[config.mk]
export PLATFORM = sky130hd
export DESIGN_NAME = uera_top
export DESIGN_NICKNAME = d
export VERILOG_FILES = /design/src/logic/uera_pkg.sv /design/src/logic/uera_top.sv /design/src/logic/uera_alloc_calc.sv /design/src/logic/uera_burst_lim.sv
export SDC_FILE = /design/constraint.sdc
export NUM_CORES = 1
export LEC_CHECK = 0
export BUFFER_PORTS_ARGS = -buffer_cell sky130_fd_sc_hd__buf_2
export CAP_MARGIN = 20
export CORE_ASPECT_RATIO = 0.7
export CORE_MARGIN = 2
export CORE_UTILIZATION = 25
export CTS_CLUSTER_SIZE = 16
export DETAILED_ROUTE_END_ITERATION = 16
export PLACE_DENSITY = 0.41
export SYNTH_ARGS = -nofsm -noshare
export SYNTH_HDL_FRONTEND = slang
export SYNTH_SLANG_ARGS = --single-unit
[constraint.sdc]
create_clock -name sys_clk_in -period 17.9 [get_ports sys_clk_in]
set_clock_uncertainty 0.2 [all_clocks]
set_input_delay 3.58 -clock sys_clk_in [delete_from_list [all_inputs] [get_ports sys_clk_in]]
set_output_delay 3.58 -clock sys_clk_in [all_outputs]
set_load 0.005 [all_outputs]
[src/logic/uera_pkg.sv]
package uera_pkg;
	localparam int NUM_EP        = 7;
	localparam int NUM_DMA       = 6;
	localparam int RAM_BYTES     = 4096;
	localparam int RAM_AW        = 13;
	localparam int MAX_SZ_CODE   = 7;
	localparam int MAX_BANKS     = 3;
	localparam int BULK_BURST    = 128;
	localparam int ISO_BURST     = 256;
	localparam int BURST_W       = 9;
	localparam int BUFLEN_W      = 16;
	localparam int EP_SIZE_POS   = 0;
	localparam int EP_DIR_POS    = 3;
	localparam int EP_TYPE_POS   = 4;
	localparam int EP_BANK_POS   = 6;
	localparam int EP_MAPD_POS   = 31;
	localparam int DMA_EN_POS    = 0;
	localparam int DMA_CLR_POS   = 1;
	localparam int DMA_BUF_POS   = 16;
	localparam int ST_BUSY_POS   = 0;
	localparam int ST_DONE_POS   = 1;
	localparam logic [11:0] CTRL_OFF    = 12'h000;
	localparam logic [11:0] EPCFG_BASE  = 12'h100;
	localparam logic [11:0] EPDIS_BASE  = 12'h200;
	localparam logic [11:0] EPBASE_BASE = 12'h300;
	localparam logic [11:0] DMACTL_BASE = 12'h400;
	localparam logic [11:0] DMAST_BASE  = 12'h500;
	localparam logic [11:0] DMABST_BASE = 12'h600;
	localparam logic [31:0] CFG_RESET   = 32'h0000_0000;
	localparam logic [31:0] CTRL_RESET  = 32'h0000_0000;
	localparam logic [1:0]  TYPE_CTRL   = 2'h0;
	localparam logic [1:0]  TYPE_ISO    = 2'h1;

	typedef struct packed {
		logic [1:0] bank_count_field;
		logic [1:0] endpoint_type_field;
		logic       endpoint_direction_field;
		logic [2:0] endpoint_size_field;
	} uera_epcfg_s;

	typedef struct packed {
		logic                  en;
		logic [BUFLEN_W-1:0]   buff_length;
	} uera_dmactl_s;
endpackage

[src/logic/uera_top.sv]
`timescale 1ns/10ps
module uera_top #(
	parameter int NUM_EP  = uera_pkg::NUM_EP,
	parameter int NUM_DMA = uera_pkg::NUM_DMA
) (
	// clock and reset
	input  wire logic         sys_clk_in,
	input  wire logic         rst_in,
	// apb slave
	input  wire logic         psel_in,
	input  wire logic         penable_in,
	input  wire logic         pwrite_in,
	input  wire logic [11:0]  paddr_in,
	input  wire logic [31:0]  pwdata_in,
	output logic [31:0]       prdata_out,
	output logic              pready_out,
	output logic              pslverr_out,
	// dma engine side
	input  wire logic [NUM_DMA-1:0] dma_done_in,
	output logic [NUM_DMA-1:0]      dma_run_out,
	output logic                    port_enable_out
);
	localparam int AW = uera_pkg::RAM_AW;

	uera_pkg::uera_epcfg_s        cfg      [NUM_EP];
	logic                         mapd     [NUM_EP];
	logic                         ep_dis   [NUM_EP];
	logic [AW-1:0]                ep_base  [NUM_EP];
	logic [AW-1:0]                ep_bytes [NUM_EP];
	uera_pkg::uera_dmactl_s       dctl     [NUM_DMA];
	logic [1:0]                   dstat    [NUM_DMA];
	logic                         port_enable_bit;
	logic [31:0]                  rd_data;

	logic                         acc;
	logic                         wr;
	logic                         rd;
	logic [3:0]                   grp;
	logic [5:0]                   idx;
	logic                         hit_cfg;
	logic                         hit_dis;
	logic                         hit_base;
	logic                         hit_dctl;
	logic                         hit_dst;
	logic                         hit_bst;
	logic                         hit_ctrl;
	logic                         mapped_ok;

	logic [AW-1:0]                calc_bytes [NUM_EP];
	logic                         calc_legal [NUM_EP];
	logic [uera_pkg::BURST_W-1:0] burst      [NUM_DMA];
	logic [AW+3:0]                total      [NUM_EP+1];

	// apb decode
	assign acc  = psel_in && penable_in;
	assign wr   = acc && pwrite_in;
	assign rd   = acc && !pwrite_in;
	assign grp  = paddr_in[11:8];
	assign idx  = paddr_in[7:2];
	assign hit_ctrl = (paddr_in == uera_pkg::CTRL_OFF);
	assign hit_cfg  = (grp == uera_pkg::EPCFG_BASE[11:8]) && (int'(idx) < NUM_EP);
	assign hit_dis  = (grp == uera_pkg::EPDIS_BASE[11:8]) && (int'(idx) < NUM_EP);
	assign hit_base = (grp == uera_pkg::EPBASE_BASE[11:8]) && (int'(idx) < NUM_EP);
	assign hit_dctl = (grp == uera_pkg::DMACTL_BASE[11:8]) && (int'(idx) < NUM_DMA);
	assign hit_dst  = (grp == uera_pkg::DMAST_BASE[11:8]) && (int'(idx) < NUM_DMA);
	assign hit_bst  = (grp == uera_pkg::DMABST_BASE[11:8]) && (int'(idx) < NUM_DMA);
	assign pready_out  = 1'b1;
	assign pslverr_out = acc && !(hit_ctrl || hit_cfg || hit_dis || hit_base
		|| hit_dctl || hit_dst || hit_bst);
	assign port_enable_out = port_enable_bit;

	// running sum of mapped windows for the capacity check
	assign total[0] = '0;
	genvar g;
	generate
		for (g = 0; g < NUM_EP; g++) begin : g_ep
			uera_alloc_calc u_calc (
				.cfg_in    (cfg[g]),
				.is_ep0_in (g == 0),
				.bytes_out (calc_bytes[g]),
				.legal_out (calc_legal[g])
			);
			assign total[g+1] = total[g] + 17'(mapd[g] ? ep_bytes[g] : '0);
		end
		for (g = 0; g < NUM_DMA; g++) begin : g_dma
			uera_burst_lim u_burst (
				.cfg_in     (cfg[g+1]),
				.buf_len_in (dctl[g].buff_length),
				.burst_out  (burst[g])
			);
			assign dma_run_out[g] = dctl[g].en && port_enable_bit;
		end
	endgenerate

	// legality of the pending write: limits plus total fit, overlap not considered
	uera_pkg::uera_epcfg_s wcfg;
	logic [AW-1:0]         wbytes;
	logic                  wlegal;
	logic [AW+3:0]         others;
	assign wcfg = uera_pkg::uera_epcfg_s'(pwdata_in[7:0]);
	uera_alloc_calc u_wcalc (
		.cfg_in    (wcfg),
		.is_ep0_in (idx == 6'h00),
		.bytes_out (wbytes),
		.legal_out (wlegal)
	);
	assign others = total[NUM_EP] - 17'(mapd[idx[2:0]] ? ep_bytes[idx[2:0]] : '0);
	assign mapped_ok = wlegal
		&& ((others + 17'(wbytes)) <= 17'(uera_pkg::RAM_BYTES));

	// endpoint config, base pointers and window sliding
	always_ff @(posedge sys_clk_in or posedge rst_in) begin
		if (rst_in) begin
			for (int i = 0; i < NUM_EP; i++) begin
				cfg[i]      <= '0;
				mapd[i]     <= 1'b0;
				ep_dis[i]   <= 1'b1;
				ep_base[i]  <= '0;
				ep_bytes[i] <= '0;
			end
		end else if (wr && hit_cfg) begin
			// only this entry and the next one change; higher bases stay put
			cfg[idx[2:0]] <= wcfg;
			if (wcfg.bank_count_field != 2'h0) begin
				mapd[idx[2:0]]     <= mapped_ok;
				ep_bytes[idx[2:0]] <= wbytes;
				if (int'(idx) + 1 < NUM_EP)
					ep_base[idx[2:0]+3'h1] <= AW'(ep_base[idx[2:0]] + wbytes);
			end else begin
				mapd[idx[2:0]]     <= 1'b0;
				ep_bytes[idx[2:0]] <= '0;
				if (int'(idx) + 1 < NUM_EP)
					ep_base[idx[2:0]+3'h1] <= ep_base[idx[2:0]];
			end
		end else if (wr && hit_dis) begin
			// only the disable bit moves; config and window are kept
			ep_dis[idx[2:0]] <= pwdata_in[0];
		end
	end

	// port control and dma channels
	always_ff @(posedge sys_clk_in or posedge rst_in) begin
		if (rst_in) begin
			port_enable_bit <= 1'b0;
			for (int i = 0; i < NUM_DMA; i++) begin
				dctl[i]  <= '0;
				dstat[i] <= '0;
			end
		end else begin
			if (wr && hit_ctrl)
				port_enable_bit <= pwdata_in[0];
			for (int i = 0; i < NUM_DMA; i++) begin
				if (!port_enable_bit) begin
					dctl[i] <= '0;
				end else if (wr && hit_dctl && int'(idx) == i) begin
					// zero stops; the clear bit also empties the buffer length
					dctl[i].en <= pwdata_in[uera_pkg::DMA_EN_POS];
					dctl[i].buff_length <= pwdata_in[uera_pkg::DMA_CLR_POS] ? '0 :
						pwdata_in[uera_pkg::DMA_BUF_POS +: uera_pkg::BUFLEN_W];
				end else if (dma_done_in[i]) begin
					dctl[i].en <= 1'b0;
				end
				// done event wins over a clearing read
				if (dma_done_in[i])
					dstat[i] <= 2'h2;
				else if (rd && hit_dst && int'(idx) == i)
					dstat[i] <= 2'h0;
				else
					dstat[i][uera_pkg::ST_BUSY_POS] <= dctl[i].en;
			end
		end
	end

	// read mux
	always_comb begin
		rd_data = 32'h0000_0000;
		if (hit_ctrl)
			rd_data[0] = port_enable_bit;
		else if (hit_cfg) begin
			rd_data[7:0] = cfg[idx[2:0]];
			rd_data[uera_pkg::EP_MAPD_POS] = mapd[idx[2:0]];
		end else if (hit_dis)
			rd_data[0] = ep_dis[idx[2:0]];
		else if (hit_base)
			rd_data = {3'h0, ep_bytes[idx[2:0]], 3'h0, ep_base[idx[2:0]]};
		else if (hit_dctl)
			rd_data = {dctl[idx[2:0]].buff_length, 15'h0000, dctl[idx[2:0]].en};
		else if (hit_dst)
			rd_data = {30'h0, dstat[idx[2:0]]};
		else if (hit_bst)
			rd_data = {23'h0, burst[idx[2:0]]};
	end

	always_ff @(posedge sys_clk_in or posedge rst_in) begin
		if (rst_in)
			prdata_out <= 32'h0000_0000;
		else if (psel_in && !penable_in)
			prdata_out <= rd_data;
	end
endmodule

[src/logic/uera_alloc_calc.sv]
`timescale 1ns/10ps
module uera_alloc_calc (
	// endpoint configuration
	input  wire uera_pkg::uera_epcfg_s          cfg_in,
	input  wire logic                           is_ep0_in,
	// results
	output logic [uera_pkg::RAM_AW-1:0]         bytes_out,
	output logic                                legal_out
);
	logic [10:0] size_bytes;
	logic        size_ok;
	logic        bank_ok;

	assign size_bytes = 11'(11'h008 << cfg_in.endpoint_size_field);
	// 1024 only for isochronous endpoints
	assign size_ok = (cfg_in.endpoint_size_field < 3'(uera_pkg::MAX_SZ_CODE))
		|| (cfg_in.endpoint_type_field == uera_pkg::TYPE_ISO);
	assign bank_ok = (cfg_in.bank_count_field != 2'h0)
		&& (!is_ep0_in || cfg_in.bank_count_field == 2'h1);
	assign bytes_out = 13'(size_bytes * cfg_in.bank_count_field);
	assign legal_out = size_ok && bank_ok;
endmodule

[src/logic/uera_burst_lim.sv]
`timescale 1ns/10ps
module uera_burst_lim (
	// settings
	input  wire uera_pkg::uera_epcfg_s          cfg_in,
	input  wire logic [uera_pkg::BUFLEN_W-1:0]  buf_len_in,
	// result in words
	output logic [uera_pkg::BURST_W-1:0]        burst_out
);
	logic [15:0] ep_words;
	logic [15:0] buf_words;
	logic [15:0] cap;
	logic [15:0] m;

	assign ep_words  = 16'((16'h0008 << cfg_in.endpoint_size_field) >> 2);
	// widened so that a length near the top does not wrap to zero words
	assign buf_words = 16'((17'(buf_len_in) + 17'h00003) >> 2);
	assign cap = (cfg_in.endpoint_type_field == uera_pkg::TYPE_ISO) ?
		16'(uera_pkg::ISO_BURST) : 16'(uera_pkg::BULK_BURST);
	assign m = (ep_words < buf_words) ? ep_words : buf_words;
	assign burst_out = (m < cap) ? 9'(m) : 9'(cap);
endmodule

[Word level (Yosys, flattened, before mapping)]
Index checks and enable logic that the tools add are counted.
Storage, ports and cells
  bits of input ports: 55
  memories kept: 0
  bits in latches: 0
  output and inout port bits: 41
  register bits: 399
  logic and storage cells: 352
  bits in writable memories: 0
  memory bits (read-only): 0
Operators by class
  add/sub/neg operators: 17
  magnitude comparators: 21
  multiplexer cells: 123
  bitwise operators: 7
  reductions and logical operators: 63
  equal/unequal tests: 31
  $mul: 1
  div/mod/pow operators: 0
  shift-type cells: 7
Operator list (number)
  91-bit 2-to-1 mux: 4
  91-bit bitwise mux: 3
  13-bit 2-to-1 mux: 14
  17-bit 2-to-1 mux: 8
  9-bit 2-to-1 mux: 15
  16-bit 2-to-1 mux: 7
  16-bit by 2-bit adder with 17-bit output (second input constant): 6
  32-bit 2-to-1 mux: 3
  4-bit by 3-bit left shift with 16-bit output (first input constant): 6
  91-bit AND: 1
  91-bit inverter: 1
  14-bit by 15-bit less-than comparator with 1-bit output: 6
  15-bit by 9-bit less-than comparator with 1-bit output: 6
  15-bit 2-to-1 mux: 6
  13-bit binary-select mux with 3-bit select: 2
  13-bit demux with 3-bit select: 2
  31-bit 2-to-1 mux: 2
  56-bit bitwise mux: 1
  17-bit by 13-bit adder with 17-bit output: 3
  17-bit binary-select mux with 3-bit select: 1
  1-bit logical AND: 39
  1-bit 2-to-1 mux: 32
  8-bit 2-to-1 mux: 4
  9-bit binary-select mux with 3-bit select: 1
  other kinds (44): 97

[Logic depth before layout (Yosys ltp)]
Gate-level depths: netlist (run 1).
  word-level depth: 15
  gate-level depth with buffers: 30

[By module]
A second synthesis (run 1) with hierarchy kept.
Second synthesis, totals
  cells, all modules: 3125
  area, all modules: 27320.0 µm²
By module, submodules not included
  uera_top: sequential area each 9918.3 µm², cells each 2510, times used 1, area each 23012.1 µm²
  uera_burst_lim at g_dma[2].u_burst ...: sequential area each 0.0 µm², cells each 99, times used 3, area each 690.7 µm²
  uera_burst_lim at g_dma[0].u_burst ...: sequential area each 0.0 µm², cells each 85, times used 2, area each 593.1 µm²
  uera_burst_lim at g_dma[5].u_burst: sequential area each 0.0 µm², cells each 83, times used 1, area each 598.1 µm²
  uera_alloc_calc: sequential area each 0.0 µm², cells each 65, times used 1, area each 451.7 µm²

[Worst setup path after synthesis (run 1)]
No wires, ideal clock.
  kind: input to register
  start point: in paddr_in[4]
  end point: reg mapd[0] (netlist bit)
  stages on the path: 25
  path buffers: 4
  path slack: 8194 ps
  required time: 17623 ps
  data arrival time: 9430 ps
  cells stage by stage: buf_2 > buf_2 > buf_2 > buf_1 > mux2i_1 > o21ai_0 > a221o_1 > a221oi_1 > nand2b_1 > fa_1 > inv_1 > fa_1 > fa_1 > fa_1 > inv_1 > ha_1 > and2_1 > o21ai_0 > a311oi_1 > o31ai_1 > a21oi_1 > o21a_1 > a211oi_2 > o21ai_1 > o21ai_1
On the way
  longest elaborated chain between the ends: 11
  elaborated cells between the ends (all ways): 29
  those cells by class: 2 x add/sub; 4 x order compare; 11 x mux; 3 x bitwise; 9 x reduce/logical
Ends and longest elaborated chain
  start: declaration: line uera_top.sv:13  | input wire logic [11:0] paddr_in,
  3-bit inverter with 4-bit output (not written as such): line uera_top.sv:107, uera_top.sv:125, uera_top.sv:130
  13-bit binary-select mux with 3-bit select / 1-bit binary-select mux with 3-bit select (equally long branches): line uera_top.sv:107  | assign others = total[NUM_EP] - 17'(mapd[idx[2:0]] ? ep_bytes[idx[2:0]] : '0);
  13-bit 2-to-1 mux (not written as such) / 1-bit 2-to-1 mux (equally long branches) (2 in series): line uera_top.sv:107
  13-bit 2-to-1 mux: line uera_top.sv:107
  17-bit by 13-bit subtractor with 17-bit output: line uera_top.sv:107
  17-bit by 13-bit adder with 17-bit output: line uera_top.sv:109  | && ((others + 17'(wbytes)) <= 17'(uera_pkg::RAM_BYTES));
  17-bit by 13-bit <= comparator with 1-bit output: line uera_top.sv:109
  1-bit logical AND: line uera_top.sv:109
  7-bit bitwise mux: line uera_top.sv:125  | mapd[idx[2:0]] <= mapped_ok;
  7-bit 2-to-1 mux: line uera_top.sv:124  | if (wcfg.bank_count_field != 2'h0) begin
  end signal: indexed assignment: line uera_top.sv:125
  end: declaration: line uera_top.sv:26  | logic mapd [NUM_EP];
Parallel ways exist; a longest one is shown, timed or not. The select of a mux whose other input is x is not followed.
A chain may end at the register's enable or synchronous reset.

[Worst setup path in the final report (run 1)]
  start point: in paddr_in[4]
  end point: reg mapd[1] (netlist bit)
Same word-level chain as after synthesis.

==> metrics.md, run 1 <==
| Metric | Value |
|---|---|
| Critical path data required time | `between 15 and 20 ns` |
| Final hold vios | `0` |
| Max-slew headroom | `between 20 and 30%` |
| DRT iter0 DRCs | `1923` |
| GP Congestion | `0.8658` |
| CP Max Fanout | `31` |
| Area of the die | `109400 um^2` |
| Final slew viol count | `0` |
| DR pass1 iterations | `5` |
| Remaining antenna violation count | `0` |
| RSZ-0062 raised after global routing | `false` |
| H-tree Lvls | `2` |
| Final cycle utilization of the critical path | `63.90%` |
| Register area share after synthesis | `37.17%` |
| Setup tns final | `0 ns` |
| Commonest non-fill, non-tap cell in the layout | `dfrtp_1` |
| Die width | `394.5 um` |
| Starting density of the core | `25.15%` |
| Ys async rst share | `100.0%` |
| TritonCTS Buffers | `45` |
| GR Layer Usage met2 | `approximately 26%` |
| Worst setup EP type | `flip-flop` |
| Routed WL | `approximately 110000 um` |
| Crit path kind | `in -> reg` |
| Port Buffers | `83` |
| DR vias/cell | `4.968` |
| Share of cells above drive strength 1 | `around 13%` |
| Total track usage | `19.18%` |
| DP Wirelength | `between 70000 and 80000 um` |
| Fin util | `28.61%` |
| Distinct cell type count after synthesis | `82` |
| CP arrival | `11.78 ns` |
| Synthesized flop and latch total | `396` |
| Initial antenna violation count | `10` |
| Std-Cell Rows | `100` |
| Max cap viols | `0` |
| Core Footprint | `between 100000 and 150000 um^2` |
| Post-synth EDFFs | `0` |
| First-pass GRT wire length | `approximately 160000 um` |
| Fin cells | `4416` |
| Synth Area per Inst | `9.101 um^2` |
| Max clock buf depth | `3` |
| Status | `finished, final reports clean` |
| Root buffer cell | `clkbuf_16` |
| Startpoint types | `input port` |
| Placed Cells | `4330` |
| Num ports | `96` |
| Met1 usage | `30.79%` |
| YS warnings | `0` |
| Worst min path class | `reg -> reg` |
| Vias | `21937` |
| Drt wl/cell | `24.01 um` |
| Commonest cells after routing, fill and taps aside | `dfrtp_1, nand2_1, o21ai_0` |
| Postcts setup bufs | `0` |
| Final Setup Violations | `0` |
| Top FF cell, synth | `dfrtp_1` |
| Worst-Margin Slew | `1.056 ns` |
| Num Clock Sinks | `396` |
| Clock latency on the worst-skew pair | `0.62 ns` |
| Lkg Pwr | `13.70 nW` |
| Tmin final | `11.44 ns` |
| Busiest grt layer | `met1` |
| CTS Hold Bufs | `0` |
| Met3 Resource Use GR | `4.276%` |
| Area growth, synth to finish | `13.74%` |
| Die Ht | `277.3 um` |
| IR drop worst, VDD | `roughly 60 uV` |
| CTS tree | `done` |
| Largest net degree at the start of global routing | `roughly 100` |
| Post-CTS Resized | `0` |
| Gr ovfl total | `0` |
| Nets | `3190` |
| Mapped Area | `26680 um^2` |
| Fmax | `87.42 MHz` |
| Syn Inst Count | `2932` |
| Vias in the first global route | `between 20000 and 25000` |
| Pwr Density | `70.66 nW/um^2` |
| DRC errors left | `0` |
| Reg clk slew, reported paths | `0.06 ns` |
-- synthesized netlist by cell type (all sizes together), types with 16 or more instances --
cell    number  area [um^2]
a211oi      20        167.7
a21o        17        127.6
a21oi      129        645.6
a221oi      23        207.7
a22oi       19        142.6
and2       203         1270
buf         40        216.5
clkbuf     140        525.5
dfrtp      389         9734
fa          89         1782
ha          95         1189
inv        175        656.9
mux2       137         1543
mux2i       71        710.7
nand2      353         1328
nand2b      53        331.6
nand3       38        190.2
nand4       17        106.4
nor2       172        648.1
nor2b       16        100.1
nor3        40        227.7
o21a        21        157.7
o21ai      321         1607
o221ai      18        157.7
o22ai       20        125.1
o31ai       21        157.7
xnor2       31        271.5
xor2        35        306.5
-- sequential cells by signal, summed over array words and instances (netlist names), named ones only --
| register | count |
|---|---|
| port_enable_out | 1 |
| ep_base | 70 |
| dctl | 102 |
| dstat | 12 |
| cfg | 56 |
| ep_dis | 7 |
| prdata_out | 29 |
| ep_bytes | 91 |
| mapd | 7 |
-- power by group --
part	switching (W)	internal [W]	total (W)	leakage (nW)
clock network	0.000430	0.000626	0.00106	0.806
logic	0.000139	0.0000501	0.000189	7.43
registers	0.00000330	0.000897	0.000900	5.46
-- routing by layer --
metal / vias up / share of wire [%]
met4: 2 / 1.4
met3: 96 / 7.2
li1: 10242 / -
met5: - / 0.012
met2: 589 / 39
met1: 11008 / 52
-- critical path: stages --
cell and delay, ns:
buf_4 0.57, inv_2 0.04, buf_4 0.28, nor3_2 0.71, buf_4 0.39, a22o_1 0.19
nor2_1 0.04, o21ai_1 0.06, buf_4 0.37, nand2_1 0.15, fa_1 0.58, inv_1 0.07
fa_1 0.53, fa_1 0.52, fa_1 0.48, inv_1 0.07, ha_1 0.16, inv_1 0.06
fa_1 0.41, nor2b_1 0.19, o2111ai_1 0.19, a311oi_1 0.81, o2111ai_1 0.49, a211oi_2 0.59
o21ai_1 0.10, o21ai_1 0.12
-- kinds of logic (layout without fill, tap and decap cells) --
logic type                 count (synthesis)  in the layout  share of synthesized area, %
and+or+nand+nor                          986            986                         18.31
AOI/OAI and AO/OA                        727            727                         16.83
DFF                                      396            396                         37.17
buffers and inverters                    355            406                         5.242
muxes                                    216            216                         9.120
adders and majority gates                184            184                         11.13
xor gates and xnor gates                  66             66                         2.166
other                                      2              7                       0.02814
-- path summary, 6_finish.rpt --
path | from | end | slack (ns) | cells after the start
hold / removal | prdata_out[29] | prdata_out[29] | 0.27 | 2
hold reg to reg | prdata_out[29] | prdata_out[29] | 0.27 | 2
setup reg to reg | mapd[2] | mapd[1] | 10.44 | 21
setup / recovery | paddr_in[4] | mapd[1] | 6.46 | 26
max in group asynchronous | rst_in | port_enable_out | 12.47 | 4
min in group asynchronous | rst_in | dctl[65] | 2.90 | 2
-- area by class of cell --
cell class / instances / area [um^2]
fill: 11384 / 75750
tap: 1428 / 1787
clock inverter: 17 / 280.3
timing repair buffer: 150 / 922.1
clock buffer: 64 / 1349
multi-input combinational: 2183 / 15420
inverter: 175 / 664.4
antenna: 3 / 7.507
sequential: 396 / 9920
-- stage by stage --
| stage | area, um^2 | setup slack (ns) | power [W] | hold WS, ns |
|---|---|---|---|---|
| floorplan | 26690 | 3.121 | 0.001024 | 0.2444 |
| global placement | 28700 | 6.112 | 0.001105 | 0.2586 |
| detailed placement | 28700 | 6.035 | 0.001104 | 0.2655 |
| CTS | 30330 | 6.677 | 0.002167 | 0.2799 |
| global route | 30350 | 6.172 | 0.002218 | 0.2894 |
| finish | 30350 | 6.461 | 0.002145 | 0.2731 |
(Power assumes the default switching activity.)
==> run 2: changes to the inputs <==
PLACE_DENSITY = 0.42   (was 0.41)
clock period = 9.7 ns   (was 17.9 ns; I/O delays follow)
==> run 2 against run 1 <==
Effect of this change: via count grew 0.82%; sequential cell count unchanged; combinational power grew 87%; final area is 0.10% lower; critical endpoint unchanged.
==> metrics.md, run 2 (synthesis results as in run 1) <==
| Metric | Value |
|---|---|
| Core Footprint | `around 110000 um^2` |
| Port Buffers | `83` |
| Num ports | `96` |
| Crit path kind | `in -> reg` |
| Worst min path class | `reg -> reg` |
| RR Endpoint | `mapd[1]` |
| Most used cell, CP | `fa_1` |
| Max cap viols | `0` |
| Status | `finished, final reports clean` |
| Worst R2R Setup Slack | `2.44 ns` |
| IR drop worst, VDD | `117.3 uV` |
| Final cycle utilization of the critical path | `88.20%` |
| Drt wl/cell | `roughly 24 um` |
| Area of the die | `109400 um^2` |
| Reg clk slew, reported paths | `~0.060 ns` |
| Slowest-stage cell, CP | `xor2_1` |
| Final slew viol count | `0` |
| DR pass1 iterations | `5` |
| Critical path data required time | `around 10 ns` |
| Sequential fraction of design power | `43.7%` |
| P_int | `0.002748 W` |
| Root buffer cell | `clkbuf_16` |
| Num Clock Sinks | `approximately 400` |
| DRC errors left | `0` |
| TritonCTS Buffers | `44` |
| Sw power | `0.001054 W` |
| Die Ht | `277.3 um` |
| Remaining antenna violation count | `0` |
| DRT iter0 DRCs | `1832` |
| Starting density of the core | `25.15%` |
| Gr ovfl total | `0` |
| CP peak stage delay | `~0.57 ns` |
| Lkg Pwr | `13.70 nW` |
| Setup ws final | `1.144 ns` |
| Final hold vios | `0` |
| Final Setup Violations | `0` |
| Worst setup EP type | `flip-flop` |
| CTS Hold Bufs | `0` |
| Fmax | `roughly 120 MHz` |
| RSZ-0062 raised after global routing | `false` |
| Area growth, synth to finish | `13.62%` |
| Std-Cell Rows | `100` |
| Combinational fraction of design power | `9.3%` |
| Routed WL | `104700 um` |
| Worst r2r path cells | `22` |
| DR vias/cell | `roughly 5` |
| Worst-Margin Slew | `approximately 1.2 ns` |
| Initial antenna violation count | `8` |
| Tmin final | `between 8 and 9 ns` |
| Crit path cell chain | `buf_2 > nand2b_1 > nor3_1 > ha_1 > fa_1 > xor2_1 > inv_1 > fa_1 > fa_1 > fa_1 > fa_1 > inv_1 > ha_1 > and2_1 > o21ai_0 > a311oi_1 > o31ai_1 > a21oi_1 > o21a_1 > a211oi_2 > o21ai_1 > o21ai_1` |
| Vias in the first global route | `21682` |
| Nets | `3204` |
| Clock latency on the worst-skew pair | `0.62 ns` |
| CTS tree | `done` |
| Max FFs per register | `102` |
| Startpoint types | `input port` |
| Max clock buf depth | `3` |
| CP startpoint | `pwdata_in[2]` |
| Clock power share | `47.0%` |
| CP arrival | `8.90 ns` |
| Setup tns final | `0 ns` |
| Total track usage | `19.04%` |
| Fin Hold WS | `between 0.2 and 0.3 ns` |
| Switch share | `27.72%` |
| Pwr Density | `125.4 nW/um^2` |
| Commonest non-fill, non-tap cell in the layout | `dfrtp_1` |
| H-tree Lvls | `2` |
| Commonest cells after routing, fill and taps aside | `dfrtp_1, nand2_1, o21ai_0` |
| Critical Path End | `mapd[1]` |
| CP Max Fanout | `15` |
| Share of cells above drive strength 1 | `13.84%` |
| Largest net degree at the start of global routing | `159` |
| Die width | `394.5 um` |
| DP Wirelength | `77640 um` |
| Worst slack, placed | `a little over 0.6 ns` |
| GP Congestion | `0.8694` |
| Largest Register | `dctl` |
| First-pass GRT wire length | `155100 um` |
| Reg2reg start | `mapd[2]` |
| Vias | `22117` |
| Postcts setup bufs | `0` |
| Max-slew headroom | `16.83%` |
| Biggest regs | `dctl: 102 flops, ep_bytes: 91 flops, ep_base: 70 flops` |
| Post-CTS Resized | `0` |
run 2: worst min-delay path by stage:
stage	slack, ns	end	cells past startpoint	startpoint
3_5_place_dp	0.27	ep_base[38]	2	ep_base[38]
2_1_floorplan	0.24	flip-flop	2	flip-flop
6_report	0.28	prdata_out[30]	2	prdata_out[30]
3_3_place_gp	0.26	flip-flop	2	flip-flop
4_1_cts	0.28	flip-flop	2	flip-flop
5_1_grt	0.30	ep_base[43]	1	ep_base[43]
run 2: layer usage:
| metal | global-route usage (%) | wire length (um) |
|---|---|---|
| met1 | 30.54 | 54770 |
| met2 | 26.18 | 41400 |
| met3 | 3.548 | 7100 |
| met4 | 2.975 | 1397 |
| met5 | 0 | 22 |
run 2: power by group through the flow:
stage | Sequential (W) | Combinational, W | Clock (W)
3_3_place_gp | 0.00169 | 0.000352 | 0
4_1_cts | 0.00166 | 0.000352 | 0.00183
5_1_grt | 0.00166 | 0.000383 | 0.00189
2_1_floorplan | 0.00169 | 0.000200 | 0
6_report | 0.00166 | 0.000353 | 0.00179
3_5_place_dp | 0.00169 | 0.000350 | 0
run 2: worst max-delay path: cells and delay by family:
kind	cells	cell delay (ns)
buffers and inverters	3	0.55
AO/OA/AOI/OAI	8	2.27
AND/OR/NAND/NOR	3	0.49
adder cells (fa/ha/maj)	7	3.06
XOR/XNOR	1	0.57
run 2: cell type report:
class / instances / area [um^2]
diodes: 4 / 10.01
multi-input cells: 2183 / 15430
repair buffers: 165 / 1049
well taps: 1428 / 1787
inverters: 175 / 660.6
clock inverters: 20 / 241.5
fillers: 11445 / 75780
clock buffers: 59 / 1217
flip-flops and latches: 396 / 9920
run 2: per-stage QoR:
step	cell area, um^2	std cells	total power [W]	utilization [%]
floorplan	26700	2934	0.001890	-
global placement	28840	4345	0.002045	27.18
detailed placement	28840	4345	0.002044	27.18
CTS	30300	4424	0.003845	28.55
global route	30310	4426	0.003936	28.57
finish	30320	4430	0.003801	28.58
==> run 3: changes to the inputs <==
CORE_MARGIN = unset   (was 2)
==> run 3 against run 2 <==
Effect of this change: sequential power hardly changed; combinational power is 1% lower; critical path type unchanged; global-route usage is 0.47 points higher; first-iteration DRC count is 3.3% lower; die area is 1.2% lower; highest routed layer unchanged; sequential cell count stayed put; register-to-register slack worse by 0.02 ns; largest cell class unchanged.
==> metrics.md, run 3 (synthesis results as in run 1) <==
| Metric | Value |
|---|---|
| Commonest cells after routing, fill and taps aside | `dfrtp_1, nand2_1, o21ai_0` |
| Num ports | `96` |
| Worst min path class | `reg -> reg` |
| Final slew viol count | `0` |
| Worst-Margin Slew | `roughly 1.2 ns` |
| Vias | `21976` |
| Root buffer cell | `clkbuf_16` |
| Crit path kind | `in -> reg` |
| Largest Register | `dctl` |
| Largest net degree at the start of global routing | `143` |
| Post-CTS Resized | `0` |
| Final Setup Violations | `0` |
| Crit path buf inv count | `4` |
| CTS Hold Bufs | `0` |
| Lkg Pwr | `13.71 nW` |
| Commonest non-fill, non-tap cell in the layout | `dfrtp_1` |
| Placed Cells | `roughly 4300` |
| DR pass1 iterations | `5` |
| Max FFs per register | `102` |
| DRC errors left | `0` |
| Vias in the first global route | `~22000` |
| Die Ht | `between 200 and 300 um` |
| Drt wl/cell | `23.71 um` |
| Share of cells above drive strength 1 | `13.68%` |
| Most used cell, CP | `fa_1` |
| DP Wirelength | `approximately 77000 um` |
| First-pass GRT wire length | `around 150000 um` |
| CTS tree | `done` |
| Worst setup EP type | `flip-flop` |
| Biggest regs | `dctl: 102 flops, ep_bytes: 91 flops, ep_base: 70 flops` |
| RSZ-0062 raised after global routing | `false` |
| Setup ws final | `1.404 ns` |
| Clock latency on the worst-skew pair | `0.64 ns` |
| TritonCTS Buffers | `44` |
| Port Buffers | `83` |
| GP Congestion | `0.8802` |
| Max cap viols | `0` |
| Routed WL | `104700 um` |
| Fmax | `120.5 MHz` |
| Gr ovfl total | `0` |
| CP Max Fanout | `15` |
| Fillers | `between 10000 and 15000` |
| Fin cells | `4415` |
| CP arrival | `8.64 ns` |
| Max clock buf depth | `3` |
| Startpoint types | `input port` |
| Worst slack, placed | `0.8047 ns` |
| Reg area | `9920 um^2` |
| Setup tns final | `0 ns` |
| Num Clock Sinks | `396` |
| Status | `finished, final reports clean` |
| Critical path data required time | `roughly 10 ns` |
| Tmin final | `8.296 ns` |
| Nets | `3202` |
| CP delay by family, top | `adder cells` |
| IR drop worst, VDD | `125.5 uV` |
| Reg clk slew, reported paths | `0.07 ns` |
| Crit path cell chain | `buf_2 > nand2b_1 > nor3_1 > ha_1 > fa_1 > xor2_1 > inv_1 > fa_1 > fa_1 > fa_1 > fa_1 > inv_1 > ha_1 > and2_1 > o21ai_0 > a311oi_1 > o31ai_1 > a21oi_1 > o21a_1 > a211oi_2 > buf_4 > o21ai_1 > o21ai_1` |
| Postcts setup bufs | `0` |
| Slowest-stage cell, CP | `fa_1` |
| CP peak stage delay | `a little under 0.6 ns` |
| Die width | `~390 um` |
| Std-Cell Rows | `just under 100` |
| Initial antenna violation count | `9` |
| Starting density of the core | `25.40%` |
| DR vias/cell | `around 5` |
| Fin util | `28.92%` |
| Total track usage | `19.51%` |
| Core Footprint | `between 100000 and 150000 um^2` |
| Area of the die | `108100 um^2` |
| Remaining antenna violation count | `0` |
| Final cycle utilization of the critical path | `85.52%` |
| H-tree Lvls | `2` |
| Pwr Density | `126.8 nW/um^2` |
| DRT iter0 DRCs | `1771` |
| Area growth, synth to finish | `13.86%` |
| Max-slew headroom | `19.21%` |
| Area of the multi-input gates | `between 15000 and 20000 um^2` |
| Final hold vios | `0` |
-- run 3: metal layers --
metal / up-vias / track usage [%] / wire length, um
met5: - / 0.4329 / 93
met4: 8 / 3.875 / 1821
met3: 94 / 5.818 / 8488
met2: 624 / 26.07 / 40080
met1: 10964 / 30.12 / 54210
li1: 10286 / - / -
-- run 3: area by class of cell --
class	instances	area share [%]
diodes	4	0.03294
clock buffers	60	4.118
clock inverters	20	0.9266
inverters	175	2.174
multi-input cells	2183	50.74
flip-flops and latches	396	32.65
well taps	1414	5.823
repair buffers	163	3.533
-- run 3: metrics by stage --
| stage | hold slack [ns] | cell area [um^2] | total power, W |
|---|---|---|---|
| after global routing | 0.2916 | 30370 | 0.003982 |
| after detailed placement | 0.2666 | 28770 | 0.002037 |
| after global placement | 0.2613 | 28770 | 0.002039 |
| after floorplan | 0.2444 | 26700 | 0.001890 |
| final | 0.2792 | 30380 | 0.003852 |
| after CTS | 0.2817 | 30300 | 0.003890 |
-- run 3: worst paths after layout --
path | to | from | slack (ns) | cells after the start
max | mapd[1] | pwdata_in[2] | 1.40 | 23
min | dstat[3] | dstat[3] | 0.28 | 1
max reg2reg | mapd[1] | mapd[5] | 2.42 | 22
min reg2reg | dstat[3] | dstat[3] | 0.28 | 1
max in group asynchronous | ep_bytes[66] | rst_in | 6.38 | 4
min in group asynchronous | dstat[10] | rst_in | 1.32 | 3
-- run 3: power by group --
| group | switching [W] | internal, W |
|---|---|---|
| registers | 0.00000639 | 0.00166 |
| logic | 0.000253 | 0.0000959 |
| clock network | 0.000814 | 0.00103 |
| total | 0.00107 | 0.00278 |
